**config.mk**
```make
export PLATFORM = sky130hd
export DESIGN_NAME = mstd_core
export DESIGN_NICKNAME = d
export VERILOG_FILES = /design/src/verilog/mstd_pkg.sv /design/src/verilog/mstd_sync.sv /design/src/verilog/mstd_core.sv
export SDC_FILE = /design/constraint.sdc
export NUM_CORES = 1
export LEC_CHECK = 0
export ABC_AREA = 1
export BUFFER_PORTS_ARGS = -buffer_cell sky130_fd_sc_hd__buf_2
export CORE_MARGIN = 2
export CORE_UTILIZATION = 30
export DETAILED_ROUTE_END_ITERATION = 10
export GPL_ROUTABILITY_DRIVEN = 1
export MAX_ROUTING_LAYER = met4
export PLACE_DENSITY = 0.5
export SYNTH_ARGS = -nofsm -noshare
export SYNTH_HDL_FRONTEND = slang
export SYNTH_SLANG_ARGS = --single-unit
```
**constraint.sdc**
```tcl
create_clock -name ref_clk -period 2.1 [get_ports ref_clk]
set_input_delay 0.315 -clock ref_clk [delete_from_list [all_inputs] [get_ports ref_clk]]
set_output_delay 0.315 -clock ref_clk [all_outputs]
set_load 0.005 [all_outputs]
```
**src/verilog/mstd_pkg.sv**
```systemverilog
package mstd_pkg;
    // --------------------------------------------------------------
    // Field widths and reset values.
    // --------------------------------------------------------------
    localparam int unsigned POS_W = 7;
    localparam logic [6:0] POS_RST = 7'h00;
    localparam int unsigned MODE_W = 3;
    localparam logic [2:0] MODE_RST = 3'h0;
    localparam int unsigned CUR_W = 5;
    localparam logic [4:0] CUR_RST = 5'h00;
    localparam int unsigned BEMF_W = 8;
    localparam logic [7:0] BEMF_RST = 8'h00;

    // --------------------------------------------------------------
    // Timing.
    // --------------------------------------------------------------
    localparam int unsigned CLK_MHZ = 125;
    localparam int unsigned OPEN_TIME_MS = 200;
    localparam int unsigned OPEN_CYCLES = OPEN_TIME_MS * 1000 * CLK_MHZ;
    localparam int unsigned POR_TIME_US = 100;
    localparam int unsigned POR_CYCLES = POR_TIME_US * CLK_MHZ;
    localparam int unsigned PWM_PERIOD_CYCLES = 64;
endpackage

```
**src/verilog/mstd_sync.sv**
```systemverilog
`timescale 1ns/1ns
module mstd_sync #(
    parameter int unsigned WIDTH = 2
) (
    input wire logic ref_clk,
    input wire logic rst,
    input wire logic [WIDTH-1:0] async_in,
    output logic [WIDTH-1:0] sync_out
);
    logic [WIDTH-1:0] meta_q;

    // --------------------------------------------------------------
    // Two flip-flop synchroniser per bit.
    // --------------------------------------------------------------
    genvar i;
    generate
        for (i = 0; i < WIDTH; i++) begin : g_bit
            always_ff @(posedge ref_clk) begin
                if (rst) begin
                    meta_q[i] <= 1'b0;
                    sync_out[i] <= 1'b0;
                end else begin
                    meta_q[i] <= async_in[i];
                    sync_out[i] <= meta_q[i];
                end
            end
        end
    endgenerate
endmodule

```
**src/verilog/mstd_core.sv**
```systemverilog
`timescale 1ns/1ns
// Functional notes
// - Every step edge loads position, even disabled; a finer-mode edge only snaps it, and mode 7 adds 0.
// - Polarity bit picks rising or falling edge.
// - Direction comes from pin and control bit.
// - Position is 7-bit thirty-second steps.
// - Readable position updates right after trigger.
// - New step mode applies at next step.
// - Finer mode snaps to nearest grid point.
// - Coarser mode keeps current offset.
// - Peak code applied at next PWM period.
// - Sample back-EMF at end of each zero crossing while pwm_sample_hold high.
// - Transparent follows coil, else holds samples.
// - Divider bit selects half or quarter.
// - Thermal warning flag follows warning input.
// - Shutdown latches, drivers off, clears on read once warning input low.
// - Overcurrent latches per transistor, drivers off.
// - Full duty over 200 ms flags open coil.
// - Unreachable current flags, keeps drive unless open_load_in also set.
// - Pump fault flag while pump below threshold.
// - Fault output low when any flag set.
// - Host reset held low after power-up.
// - Hard reset clears all but host reset sequencer and pin synchronisers while high.
module mstd_core #(
    parameter int unsigned OPEN_CYC = mstd_pkg::OPEN_CYCLES,
    parameter int unsigned POR_CYC = mstd_pkg::POR_CYCLES,
    parameter int unsigned PWM_CYC = mstd_pkg::PWM_PERIOD_CYCLES
) (
    input wire logic ref_clk,
    input wire logic rst,
    input wire logic hard_reset_input,
    input wire logic step_pulse_input,
    input wire logic dir_pin,
    input wire logic rotation_sense_bit,
    input wire logic drive_enable_bit,
    input wire logic step_edge_polarity_bit,
    input wire logic [mstd_pkg::MODE_W-1:0] step_mode,
    input wire logic [mstd_pkg::CUR_W-1:0] peak_amplitude_code,
    input wire logic bemf_transparent_bit,
    input wire logic bemf_divider_bit,
    input wire logic pwm_sample_hold,
    input wire logic [1:0] coil_zero_cross,
    input wire logic [mstd_pkg::BEMF_W-1:0] coil_voltage,
    input wire logic temp_warning_in,
    input wire logic temp_shutdown_in,
    input wire logic [3:0] ovc_x_in,
    input wire logic [3:0] ovc_y_in,
    input wire logic [1:0] full_duty_in,
    input wire logic [1:0] open_load_in,
    input wire logic pump_low_in,
    input wire logic status_read,
    input wire logic status_clear,
    output logic [mstd_pkg::POS_W-1:0] translator_position,
    output logic [mstd_pkg::POS_W-1:0] status_reg_three,
    output logic [mstd_pkg::CUR_W-1:0] applied_peak_code,
    output logic [mstd_pkg::BEMF_W-1:0] back_emf_output,
    output logic thermal_warning_flag,
    output logic thermal_shutdown_flag,
    output logic [3:0] overcurrent_flags_coil_x,
    output logic [3:0] overcurrent_flags_coil_y,
    output logic coil_x_unreached_flag,
    output logic coil_y_unreached_flag,
    output logic pump_fault_flag,
    output logic [1:0] coil_drive_en,
    output logic fault_out_n,
    output logic host_reset_out_n,
    output logic host_reset_oe
);
    import mstd_pkg::*;

    typedef enum logic [2:0] {
        MSTD_POR = 3'h1,
        MSTD_RUN = 3'h2,
        MSTD_HOLD = 3'h4
    } mstd_state_t;

    // --------------------------------------------------------------
    // Reset combination and pin synchronisers.
    // --------------------------------------------------------------
    logic clr_sync;
    logic step_sync;
    logic dir_sync;
    logic [2:0] pins_sync;
    logic srst;

    mstd_sync #(.WIDTH(3)) u_sync (
        .ref_clk(ref_clk),
        .rst(rst),
        .async_in({hard_reset_input, dir_pin, step_pulse_input}),
        .sync_out(pins_sync)
    );
    assign step_sync = pins_sync[0];
    assign dir_sync = pins_sync[1];
    assign clr_sync = pins_sync[2];
    assign srst = rst | clr_sync;

    // --------------------------------------------------------------
    // Step edge detection and direction.
    // --------------------------------------------------------------
    logic step_prev_q;
    logic step_edge;
    logic dir_up;

    always_ff @(posedge ref_clk) begin
        if (srst) begin
            step_prev_q <= 1'b0;
        end else begin
            step_prev_q <= step_sync;
        end
    end

    assign step_edge = step_edge_polarity_bit ? (step_prev_q & ~step_sync)
                                              : (~step_prev_q & step_sync);
    assign dir_up = dir_sync ^ rotation_sense_bit;

    // --------------------------------------------------------------
    // Translator with step mode synchronisation.
    // --------------------------------------------------------------
    logic [POS_W-1:0] pos_q;
    logic [POS_W-1:0] pos_d;
    logic [MODE_W-1:0] mode_q;
    logic [POS_W-1:0] step_size;
    logic [POS_W-1:0] half_size;
    logic [POS_W-1:0] grid_mask;
    logic [POS_W-1:0] snapped;
    logic finer;

    // Mode 0 is thirty-second steps; each higher mode doubles the step up to 64 at mode 6; mode 7 gives a step of 0.
    assign step_size = 7'h01 << step_mode;
    assign half_size = step_size >> 1;
    assign grid_mask = ~(step_size - 7'h01);
    assign finer = step_mode < mode_q;
    assign snapped = (pos_q + half_size) & grid_mask;
    assign pos_d = finer ? snapped
                         : (dir_up ? pos_q + step_size : pos_q - step_size);

    always_ff @(posedge ref_clk) begin
        if (srst) begin
            pos_q <= POS_RST;
            mode_q <= MODE_RST;
        end else if (step_edge) begin
            pos_q <= pos_d;
            mode_q <= step_mode;
        end
    end

    always_ff @(posedge ref_clk) begin
        if (srst) begin
            translator_position <= POS_RST;
            status_reg_three <= POS_RST;
        end else begin
            translator_position <= pos_d & {POS_W{step_edge}} | pos_q & {POS_W{~step_edge}};
            status_reg_three <= step_edge ? pos_d : pos_q;
        end
    end

    // --------------------------------------------------------------
    // Peak amplitude applied on PWM period boundary.
    // --------------------------------------------------------------
    logic [$clog2(PWM_CYC)-1:0] pwm_cnt_q;
    logic pwm_wrap;

    assign pwm_wrap = pwm_cnt_q == $bits(pwm_cnt_q)'(PWM_CYC - 1);

    always_ff @(posedge ref_clk) begin
        if (srst) begin
            pwm_cnt_q <= '0;
            applied_peak_code <= CUR_RST;
        end else begin
            pwm_cnt_q <= pwm_wrap ? '0 : pwm_cnt_q + 1'b1;
            if (pwm_wrap) begin
                applied_peak_code <= peak_amplitude_code;
            end
        end
    end

    // --------------------------------------------------------------
    // Back-EMF sampling and scaling.
    // --------------------------------------------------------------
    logic [BEMF_W-1:0] scaled;
    logic [BEMF_W-1:0] sample_q;
    logic [1:0] zc_prev_q;
    logic zc_end;
    logic sample_now;

    assign scaled = bemf_divider_bit ? (coil_voltage >> 2) : (coil_voltage >> 1);
    assign zc_end = |(zc_prev_q & ~coil_zero_cross);
    assign sample_now = zc_end & pwm_sample_hold;

    always_ff @(posedge ref_clk) begin
        if (srst) begin
            zc_prev_q <= 2'h0;
            sample_q <= BEMF_RST;
            back_emf_output <= BEMF_RST;
        end else begin
            zc_prev_q <= coil_zero_cross;
            if (sample_now) begin
                sample_q <= scaled;
            end
            back_emf_output <= bemf_transparent_bit ? scaled
                             : (sample_now ? scaled : sample_q);
        end
    end

    // --------------------------------------------------------------
    // Fault flags.
    // --------------------------------------------------------------
    logic [31:0] open_cnt_q [2];
    logic [1:0] open_q;
    logic [1:0] open_hit;
    logic tsd_q;
    logic [7:0] ovc_q;
    logic [7:0] ovc_in;

    assign ovc_in = {ovc_y_in, ovc_x_in};

    genvar c;
    generate
        for (c = 0; c < 2; c++) begin : g_coil
            assign open_hit[c] = open_cnt_q[c] >= OPEN_CYC;
            always_ff @(posedge ref_clk) begin
                if (srst) begin
                    open_cnt_q[c] <= 32'h0;
                    open_q[c] <= 1'b0;
                end else begin
                    if (!full_duty_in[c]) begin
                        open_cnt_q[c] <= 32'h0;
                    end else if (!open_hit[c]) begin
                        open_cnt_q[c] <= open_cnt_q[c] + 32'h1;
                    end
                    if (open_hit[c]) begin
                        open_q[c] <= 1'b1;
                    end else if (status_clear) begin
                        open_q[c] <= 1'b0;
                    end
                end
            end
        end
    endgenerate

    always_ff @(posedge ref_clk) begin
        if (srst) begin
            tsd_q <= 1'b0;
            ovc_q <= 8'h00;
        end else begin
            if (temp_shutdown_in) begin
                tsd_q <= 1'b1;
            end else if (status_read && !temp_warning_in) begin
                tsd_q <= 1'b0;
            end
            ovc_q <= ovc_in | (status_clear ? 8'h00 : ovc_q);
        end
    end

    always_ff @(posedge ref_clk) begin
        if (srst) begin
            thermal_warning_flag <= 1'b0;
            thermal_shutdown_flag <= 1'b0;
            overcurrent_flags_coil_x <= 4'h0;
            overcurrent_flags_coil_y <= 4'h0;
            coil_x_unreached_flag <= 1'b0;
            coil_y_unreached_flag <= 1'b0;
            pump_fault_flag <= 1'b1;
            coil_drive_en <= 2'h0;
            fault_out_n <= 1'b0;
        end else begin
            thermal_warning_flag <= temp_warning_in;
            thermal_shutdown_flag <= tsd_q;
            overcurrent_flags_coil_x <= ovc_q[3:0];
            overcurrent_flags_coil_y <= ovc_q[7:4];
            coil_x_unreached_flag <= open_q[0];
            coil_y_unreached_flag <= open_q[1];
            pump_fault_flag <= pump_low_in;
            for (int k = 0; k < 2; k++) begin
                coil_drive_en[k] <= drive_enable_bit & ~tsd_q & ~|ovc_q
                                    & ~(open_q[k] & open_load_in[k]);
            end
            fault_out_n <= ~(temp_warning_in | tsd_q | |ovc_q | |open_q | pump_low_in);
        end
    end

    // --------------------------------------------------------------
    // Host reset sequencer (power-on only, not hard reset).
    // --------------------------------------------------------------
    mstd_state_t state_q;
    mstd_state_t state_d;
    logic [$clog2(POR_CYC+1)-1:0] por_cnt_q;
    logic por_done;

    assign por_done = por_cnt_q == $bits(por_cnt_q)'(POR_CYC);

    always_comb begin
        state_d = state_q;
        case (state_q)
            MSTD_POR: state_d = por_done ? MSTD_RUN : MSTD_POR;
            MSTD_RUN: state_d = MSTD_RUN;
            default: state_d = MSTD_POR;
        endcase
    end

    always_ff @(posedge ref_clk) begin
        if (rst) begin
            state_q <= MSTD_POR;
            por_cnt_q <= '0;
            host_reset_out_n <= 1'b0;
            host_reset_oe <= 1'b1;
        end else begin
            state_q <= state_d;
            if (!por_done) begin
                por_cnt_q <= por_cnt_q + 1'b1;
            end
            host_reset_out_n <= 1'b0;
            host_reset_oe <= state_d != MSTD_RUN;
        end
    end

    // --------------------------------------------------------------
    // Checks.
    // --------------------------------------------------------------
    a_step_moves: assert property (@(posedge ref_clk) disable iff (srst)
        step_edge && !finer |=> pos_q == $past(pos_d)) else $error("step lost");
    a_pos_visible: assert property (@(posedge ref_clk) disable iff (srst)
        step_edge |=> status_reg_three == pos_q) else $error("pos late");
    a_fault_low: assert property (@(posedge ref_clk) disable iff (srst)
        tsd_q |=> !fault_out_n) else $error("fault not shown");
    a_ovc_off: assert property (@(posedge ref_clk) disable iff (srst)
        |ovc_q |=> coil_drive_en == 2'h0) else $error("drive on at ovc");
    a_tsd_off: assert property (@(posedge ref_clk) disable iff (srst)
        tsd_q |=> coil_drive_en == 2'h0) else $error("drive on at tsd");
    a_peak_sync: assert property (@(posedge ref_clk) disable iff (srst)
        !$past(pwm_wrap) |-> $stable(applied_peak_code)) else $error("peak early");
    a_bemf_hold: assert property (@(posedge ref_clk) disable iff (srst)
        !bemf_transparent_bit && !sample_now |=> back_emf_output == $past(sample_q))
        else $error("bemf not held");
    a_pump_flag: assert property (@(posedge ref_clk) disable iff (srst)
        pump_low_in |=> pump_fault_flag) else $error("pump flag");
    a_snap_grid: assert property (@(posedge ref_clk) disable iff (srst)
        step_edge && finer |=> (pos_q & ~$past(grid_mask)) == 7'h00) else $error("off grid");
    a_open_drive: assert property (@(posedge ref_clk) disable iff (srst)
        open_q[0] && open_load_in[0] |=> !coil_drive_en[0]) else $error("open coil driven");
endmodule

```
==> results of run 1 <==
[layer usage]
| layer | wire, um | part of all wire | vias up | global-route usage |
|---|---|---|---|---|
| li1 | - | - | 3460 | - |
| met1 | 9130 | 0.49 | 3065 | 0.185 |
| met2 | 8550 | 0.46 | 100 | 0.220 |
| met3 | 682 | 0.037 | 15 | 0.0285 |
| met4 | 261 | 0.014 | 0 | 0.0462 |
| met5 | 0 | 0 | - | - |
[through the flow]
step	std cells	util	instance area [sq um]	setup WS [ps]	hold slack, ps
after global placement	1450	0.356	9190	-225	391
after detailed placement	1450	0.356	9190	-281	397
after CTS	1485	0.380	9810	-5.59	38.0
final	1489	0.385	9940	40.6	54.5
after global routing	1489	0.385	9940	-85.4	42.4
after floorplan	982	-	7940	-21.2	388
[report_power, final]
group,total [W],internal (W),switching [W]
clock network,0.00305,0.00158,0.00146
logic,0.000704,0.000313,0.000391
registers,0.00346,0.00337,0.0000967
[sequential cells by signal, summed over array words and instances (netlist names), 5 cells and up]
| signal | count |
|---|---|
| back_emf_output | 8 |
| status_reg_three | 7 |
| open_cnt_q | 64 |
| pwm_cnt_q | 6 |
| translator_position | 7 |
| sample_q | 8 |
| ovc_q | 8 |
| por_cnt_q | 14 |
| applied_peak_code | 5 |
[repair_timing]
| action | in CTS | in global routing |
|---|---|---|
| gates resized for setup | 10 | 20 |
| endpoints found under the setup margin | 12 | 33 |
| setup buffers | 3 | 3 |
| hold buffers | 0 | 0 |
| pin swaps | 8 | 21 |
[cells by family after synthesis]
family / after synthesis
adders and majority gates: 25
DFF: 160
other: 1
xor gates and xnor gates: 41
buffers and inverters: 168
and+or+nand+nor: 463
AOI/OAI and AO/OA: 110
[worst max path at each step]
stage                                  start                                end  slack [ps]  cells past startpoint
4_1_cts        u_sync.sync_out[1]$_SDFF_PP0_  translator_position[6]$_SDFF_PP0_          -6                     15
2_1_floorplan                   step_mode[1]   status_reg_three[6]$_SDFFE_PP0P_         -20                     17
3_5_place_dp                    step_mode[2]  translator_position[6]$_SDFF_PP0_        -280                     16
3_3_place_gp              rotation_sense_bit  translator_position[6]$_SDFF_PP0_        -220                     14
6_report       u_sync.sync_out[1]$_SDFF_PP0_   status_reg_three[4]$_SDFFE_PP0P_          40                     14
5_1_grt        u_sync.sync_out[1]$_SDFF_PP0_   status_reg_three[4]$_SDFFE_PP0P_         -90                     14
[worst max-delay path, stage by stage, from the launching register on]
cell and delay [ps]:
dfxtp_1 310, inv_1 40, or2_4 210, and2_4 160, buf_6 130, nand2_4 50, o21ai_4 60, fa_2 380
inv_2 90, o21ai_2 70, xor2_1 160, nand2_1 60, nand2_1 40, a21oi_1 110, nor2_1 70
[final cells by class]
cell class / instances / area, sq um
Fill cell: 2705 / 15900
Sequential cell: 160 / 3840
Multi-Input combinational cell: 654 / 3550
Timing Repair Buffer: 156 / 980
Inverter: 151 / 572
Clock buffer: 18 / 429
Tap cell: 335 / 419
Clock inverter: 14 / 139
Antenna cell: 1 / 2.50
[layout by cell type, fill, tap and decap left out, types with 25 or more instances in the layout]
cell	instances
buf_2	88
inv_1	145
dfxtp_1	96
nor2_1	159
nand2_1	158
o21ai_0	25
xor2_1	26
nand3_1	42
edfxtp_1	64
a21oi_1	47
buf_4	65
==> results.ini, run 1 <==
[sta]
rsz0062_at_grt = true
fmax_ghz = 0.486
hold_viol_final = 0
tns_ps = 0
min_period_over_period = 0.981
fin_worst_skew_ps = 15.9
slew_violations = 0
setup_violations = 0
fin_crit_ps = 2060

[logic_synthesis]
synth_fa_ha_area_frac = 0.0409
synthCells = 968
ys_warn_count = 0
yosys-mux-area-fraction = 0
synthTopCellsByArea = dfxtp_1 25%, edfxtp_1 25%, nor2_1 7.7%
yosysSeqAreaShare = 0.491
ys_ff_latch = 160
synth_top_cell_by_area = dfxtp_1
synth_top_family_by_area = simple AND/OR/NAND/NOR gates
avgSynthCellArea_sq_um = 8.09
synth-async-reset-ratio = 0
synth_most_common_cell = nor2_1
synth_edf_count = 64
ys_top_cells_by_count = 161 x nor2_1, 159 x nand2_1, 149 x inv_1, 96 x dfxtp_1, 64 x edfxtp_1
netlist_area_sq_um = 7830
synth_ff_type = dfxtp_1
synth-compound-area-share = 0.0785
synth_cell_type_count = 41
synth-xor-area-share = 0.0459
synthSimpleGateAreaFrac = 0.260
yosys.area.top_type_share = 0.245

[worst_setup_path]
r2r_slack_ps = 40
worstPathArrival_ps = 2380
timing.rr.end = status_reg_three[4]$_SDFFE_PP0P_
ff2ff_path_depth = 14
setup.worst_path.end_class = flop
worstPathMaxFanout = 3
crit_required_ps = 2420
start_kind = flop
crit_type = flop to flop
rr_startpoint = u_sync.sync_out[1]$_SDFF_PP0_

[detailed_routing]
via_count = 6640
drtIter0Drc = 301
antenna_left = 0
drc = 0
wire_per_inst_um = 12.5
wl_um = 18600
dr.pass1.iters = 4
viasPerCell = 4.46

[power]
peakVddDrop_uv = 420
totalPowerFinal_w = 0.00721
cellLeakagePower_nw = 4.39
power.density_nw_per_um2 = 726

[finish]
drive_gt1_frac = 0.219
syn_to_final_growth_pct = 26.9
layout.nets = 1211

[place]
place.port_buffers = 88
gp_congestion = 0.838
hpwl_um = 13800

[min_path]
hold_path_class = input port to flop
hold_start = open_load_in[1]
hold_path_end = coil_drive_en[1]$_SDFF_PP0_
hold_depth = 2

[floorplanning]
io_pins = 91
start_util = 0.303
rows = 59
die_h_um = 166
fp.coreArea_sq_um = 25800
die-area_sq_um = 27400
die_x_um = 166

[status]
outcome = finished, final reports clean

[clock_tree]
numCtsBuffers = 17
cts_buffer_depth = 2
root_buffer = clkbuf_16
clk_latency_ps = 440
clock_sinks = 160
htreeDepth = 4
clk_pin_slew_ps = 70
cts_tree = yes

[global_routing]
grt_overflow = 0
grt_pass1_wl_um = 29700
grt_use_total = 0.142
antenna_found_initial = 1
grt_max_degree = 25
first_global_vias = 6060

[job]
cap_violations = 0

Note: power is estimated with default switching activity, not from simulation.
==> inputs of run 2 (changes only) <==
PLACE_DENSITY = not set   (was 0.5)
PLACE_DENSITY_LB_ADDON = 0.15   (was not set)
==> results.ini, run 2 (synthesis gave the netlist of run 1 again) <==
[worst_setup_path]
crit_chain = inv_2, or2_4, and2_4, inv_6, nand3_1, o21ai_2, ha_4, buf_4, or2_2, a31oi_1, a21oi_1
start_kind = flop
worstPathMaxFanout = 6  ; +3
worstPathArrival_ps = 2330  ; -50 ps
crit_slowest_cell = dfxtp_2
crit_required_ps = 2410  ; about the same
setup.worst_path.end_class = flop
max_stage_delay_ps = 320  ; -60 ps
crit_type = flop to flop

[global_routing]
grt_max_degree = 24  ; -4.0%
antenna_found_initial = 0  ; -1
grt_use_total = 0.146  ; +0.00468
grt_overflow = 0  ; unchanged
first_global_vias = 6041  ; -0.31%
grt_pass1_wl_um = 30300  ; +1.9%

[finish]
insertedDiodeCount = 0  ; -1
layout_commonest_cell = nor2_1
multi_input_area_sq_um = 3520  ; -0.95%
drive_gt1_frac = 0.213  ; -0.00602
layout.nets = 1206  ; -0.41%
mostFrequentLayoutCells = 161 x nor2_1, 157 x nand2_1, 145 x inv_1, 95 x dfxtp_1, 88 x buf_2
n_fill_cell = 2737  ; +1.2%
syn_to_final_growth_pct = 26.5
largest_reg_flops = 64  ; unchanged
regArea_sq_um = 3840  ; about the same
top_register = open_cnt_q
largestRegisters = open_cnt_q x64, por_cnt_q x14

[floorplanning]
fp.coreArea_sq_um = 25800  ; unchanged
rows = 59  ; unchanged
io_pins = 91  ; unchanged
die_h_um = 166  ; unchanged
die_x_um = 166  ; unchanged
start_util = 0.303  ; unchanged
die-area_sq_um = 27400  ; unchanged

[sta]
maxSlewHeadroom = 0.589
fmax_ghz = 0.494  ; +1.8%
setup_violations = 0  ; unchanged
tightest_slew_ps = 611
hold_viol_final = 0  ; unchanged
fin_worst_skew_ps = 9.06  ; -6.81 ps
slew_violations = 0  ; unchanged
min_period_over_period = 0.963  ; -0.0176
postLayoutSetupSlackWorst_ps = 77.6  ; +37.0 ps
rsz0062_at_grt = true
fin_crit_ps = 2020  ; -37.0 ps

[power]
pwr-share-seq = 0.477  ; -0.003
pwr-share-comb = 0.096  ; -0.002
intPower_w = 0.00547  ; +3.9%
swShare = 0.246  ; -0.0240
power.density_nw_per_um2 = 733  ; +0.97%
p_clk_frac = 0.428  ; +0.006
cellLeakagePower_nw = 4.37  ; -0.43%
totalPowerFinal_w = 0.00726  ; +0.64%
peakVddDrop_uv = 390  ; -7.3%
p_sw_w = 0.00179  ; -8.3%

[clock_tree]
root_buffer = clkbuf_16
htreeDepth = 4  ; unchanged
clock_sinks = 160  ; unchanged
numCtsBuffers = 17  ; unchanged
cts_buffer_depth = 2  ; unchanged
clk_pin_slew_ps = 60  ; about the same
cts_tree = yes
clk_latency_ps = 430  ; about the same

[min_path]
hold_path_class = input port to flop

[detailed_routing]
drtIter0Drc = 319  ; +6.0%
antenna_left = 0  ; unchanged
via_count = 6454  ; -2.8%
drc = 0  ; unchanged
wire_per_inst_um = 12.5  ; +0.25%
dr.pass1.iters = 4  ; unchanged
wl_um = 18600  ; -0.16%
viasPerCell = 4.35  ; -2.4%

[job]
cap_violations = 0  ; unchanged

[place]
place.port_buffers = 88  ; unchanged
gp_congestion = 0.824  ; -1.7%
dp_slack_ps = -282  ; -0.521 ps
hpwl_um = 14100  ; +1.8%

[status]
outcome = finished, final reports clean

run 2: changes by cell type in the layout (fill, tap and decap cells not counted), sizes merged:
cell      delta
clkinv       +6
buf          -5
diode        -1
inv         -10
clkbuf       +5
clkinvlp     -1
run 2: timing repair:
| action | CTS | global route |
|---|---|---|
| resized for setup | 10 | 16 |
| endpoints found under the setup margin | 10 | 11 |
| hold buffers | 0 | 0 |
| pin swaps | 7 | 15 |
| setup buffers | 2 | 3 |
run 2: area by class of cell:
class	count	share of cell area
Sequential cell	160	0.388
Multi-Input combinational cell	654	0.355
Timing Repair Buffer	151	0.0960
Inverter	151	0.0577
Clock buffer	23	0.0537
Tap cell	335	0.0423
Clock inverter	9	0.00682
run 2: power by group through the flow:
stage               sequential (W)  combinational, W  clock [W]
finish                     0.00346          0.000696    0.00310
global route               0.00348          0.000796    0.00330
floorplan                  0.00351          0.000385          0
global placement           0.00353          0.000663          0
detailed placement         0.00353          0.000661          0
CTS                        0.00346          0.000680    0.00320
run 2: critical path, delay by kind of cell (launching register included):
family,cells,cell delay (ps)
flip-flops,1,320
adder cells (fa/ha/maj),1,260
AO/OA/AOI/OAI,3,370
AND/OR/NAND/NOR,4,710
buffers and inverters,3,240
run 2: final timing paths:
kind	endpoint	from	slack, ps	depth (start not counted)
setup / recovery	status_reg_three[2]$_SDFFE_PP0P_	u_sync.sync_out[1]$_SDFF_PP0_	80	11
hold / removal	coil_drive_en[1]$_SDFF_PP0_	open_load_in[1]	60	2
setup reg to reg	status_reg_three[2]$_SDFFE_PP0P_	u_sync.sync_out[1]$_SDFF_PP0_	80	11
hold reg to reg	u_sync.sync_out[1]$_SDFF_PP0_	u_sync.meta_q[1]$_SDFF_PP0_	400	2
run 2: through the flow:
| step | cells | util | setup TNS (ps) | instance area, sq um | hold slack, ps |
|---|---|---|---|---|---|
| 2_1_floorplan | 982 | - | -42.3 | 7940 | 388 |
| 3_3_place_gp | 1447 | 0.355 | -2340 | 9180 | 396 |
| 3_5_place_dp | 1447 | 0.355 | -2510 | 9180 | 396 |
| 4_1_cts | 1480 | 0.380 | 0 | 9820 | 37.6 |
| 5_1_grt | 1483 | 0.383 | -328 | 9910 | 50.6 |
| 6_report | 1483 | 0.383 | 0 | 9910 | 59.5 |
run 2: routing by layer:
| layer | part of all wire | global-route usage | vias up |
|---|---|---|---|
| met5 | 0 | - | - |
| met4 | 0.012 | 0.0408 | 0 |
| met3 | 0.035 | 0.0310 | 18 |
| met2 | 0.45 | 0.229 | 87 |
| met1 | 0.50 | 0.192 | 2907 |
| li1 | - | - | 3442 |
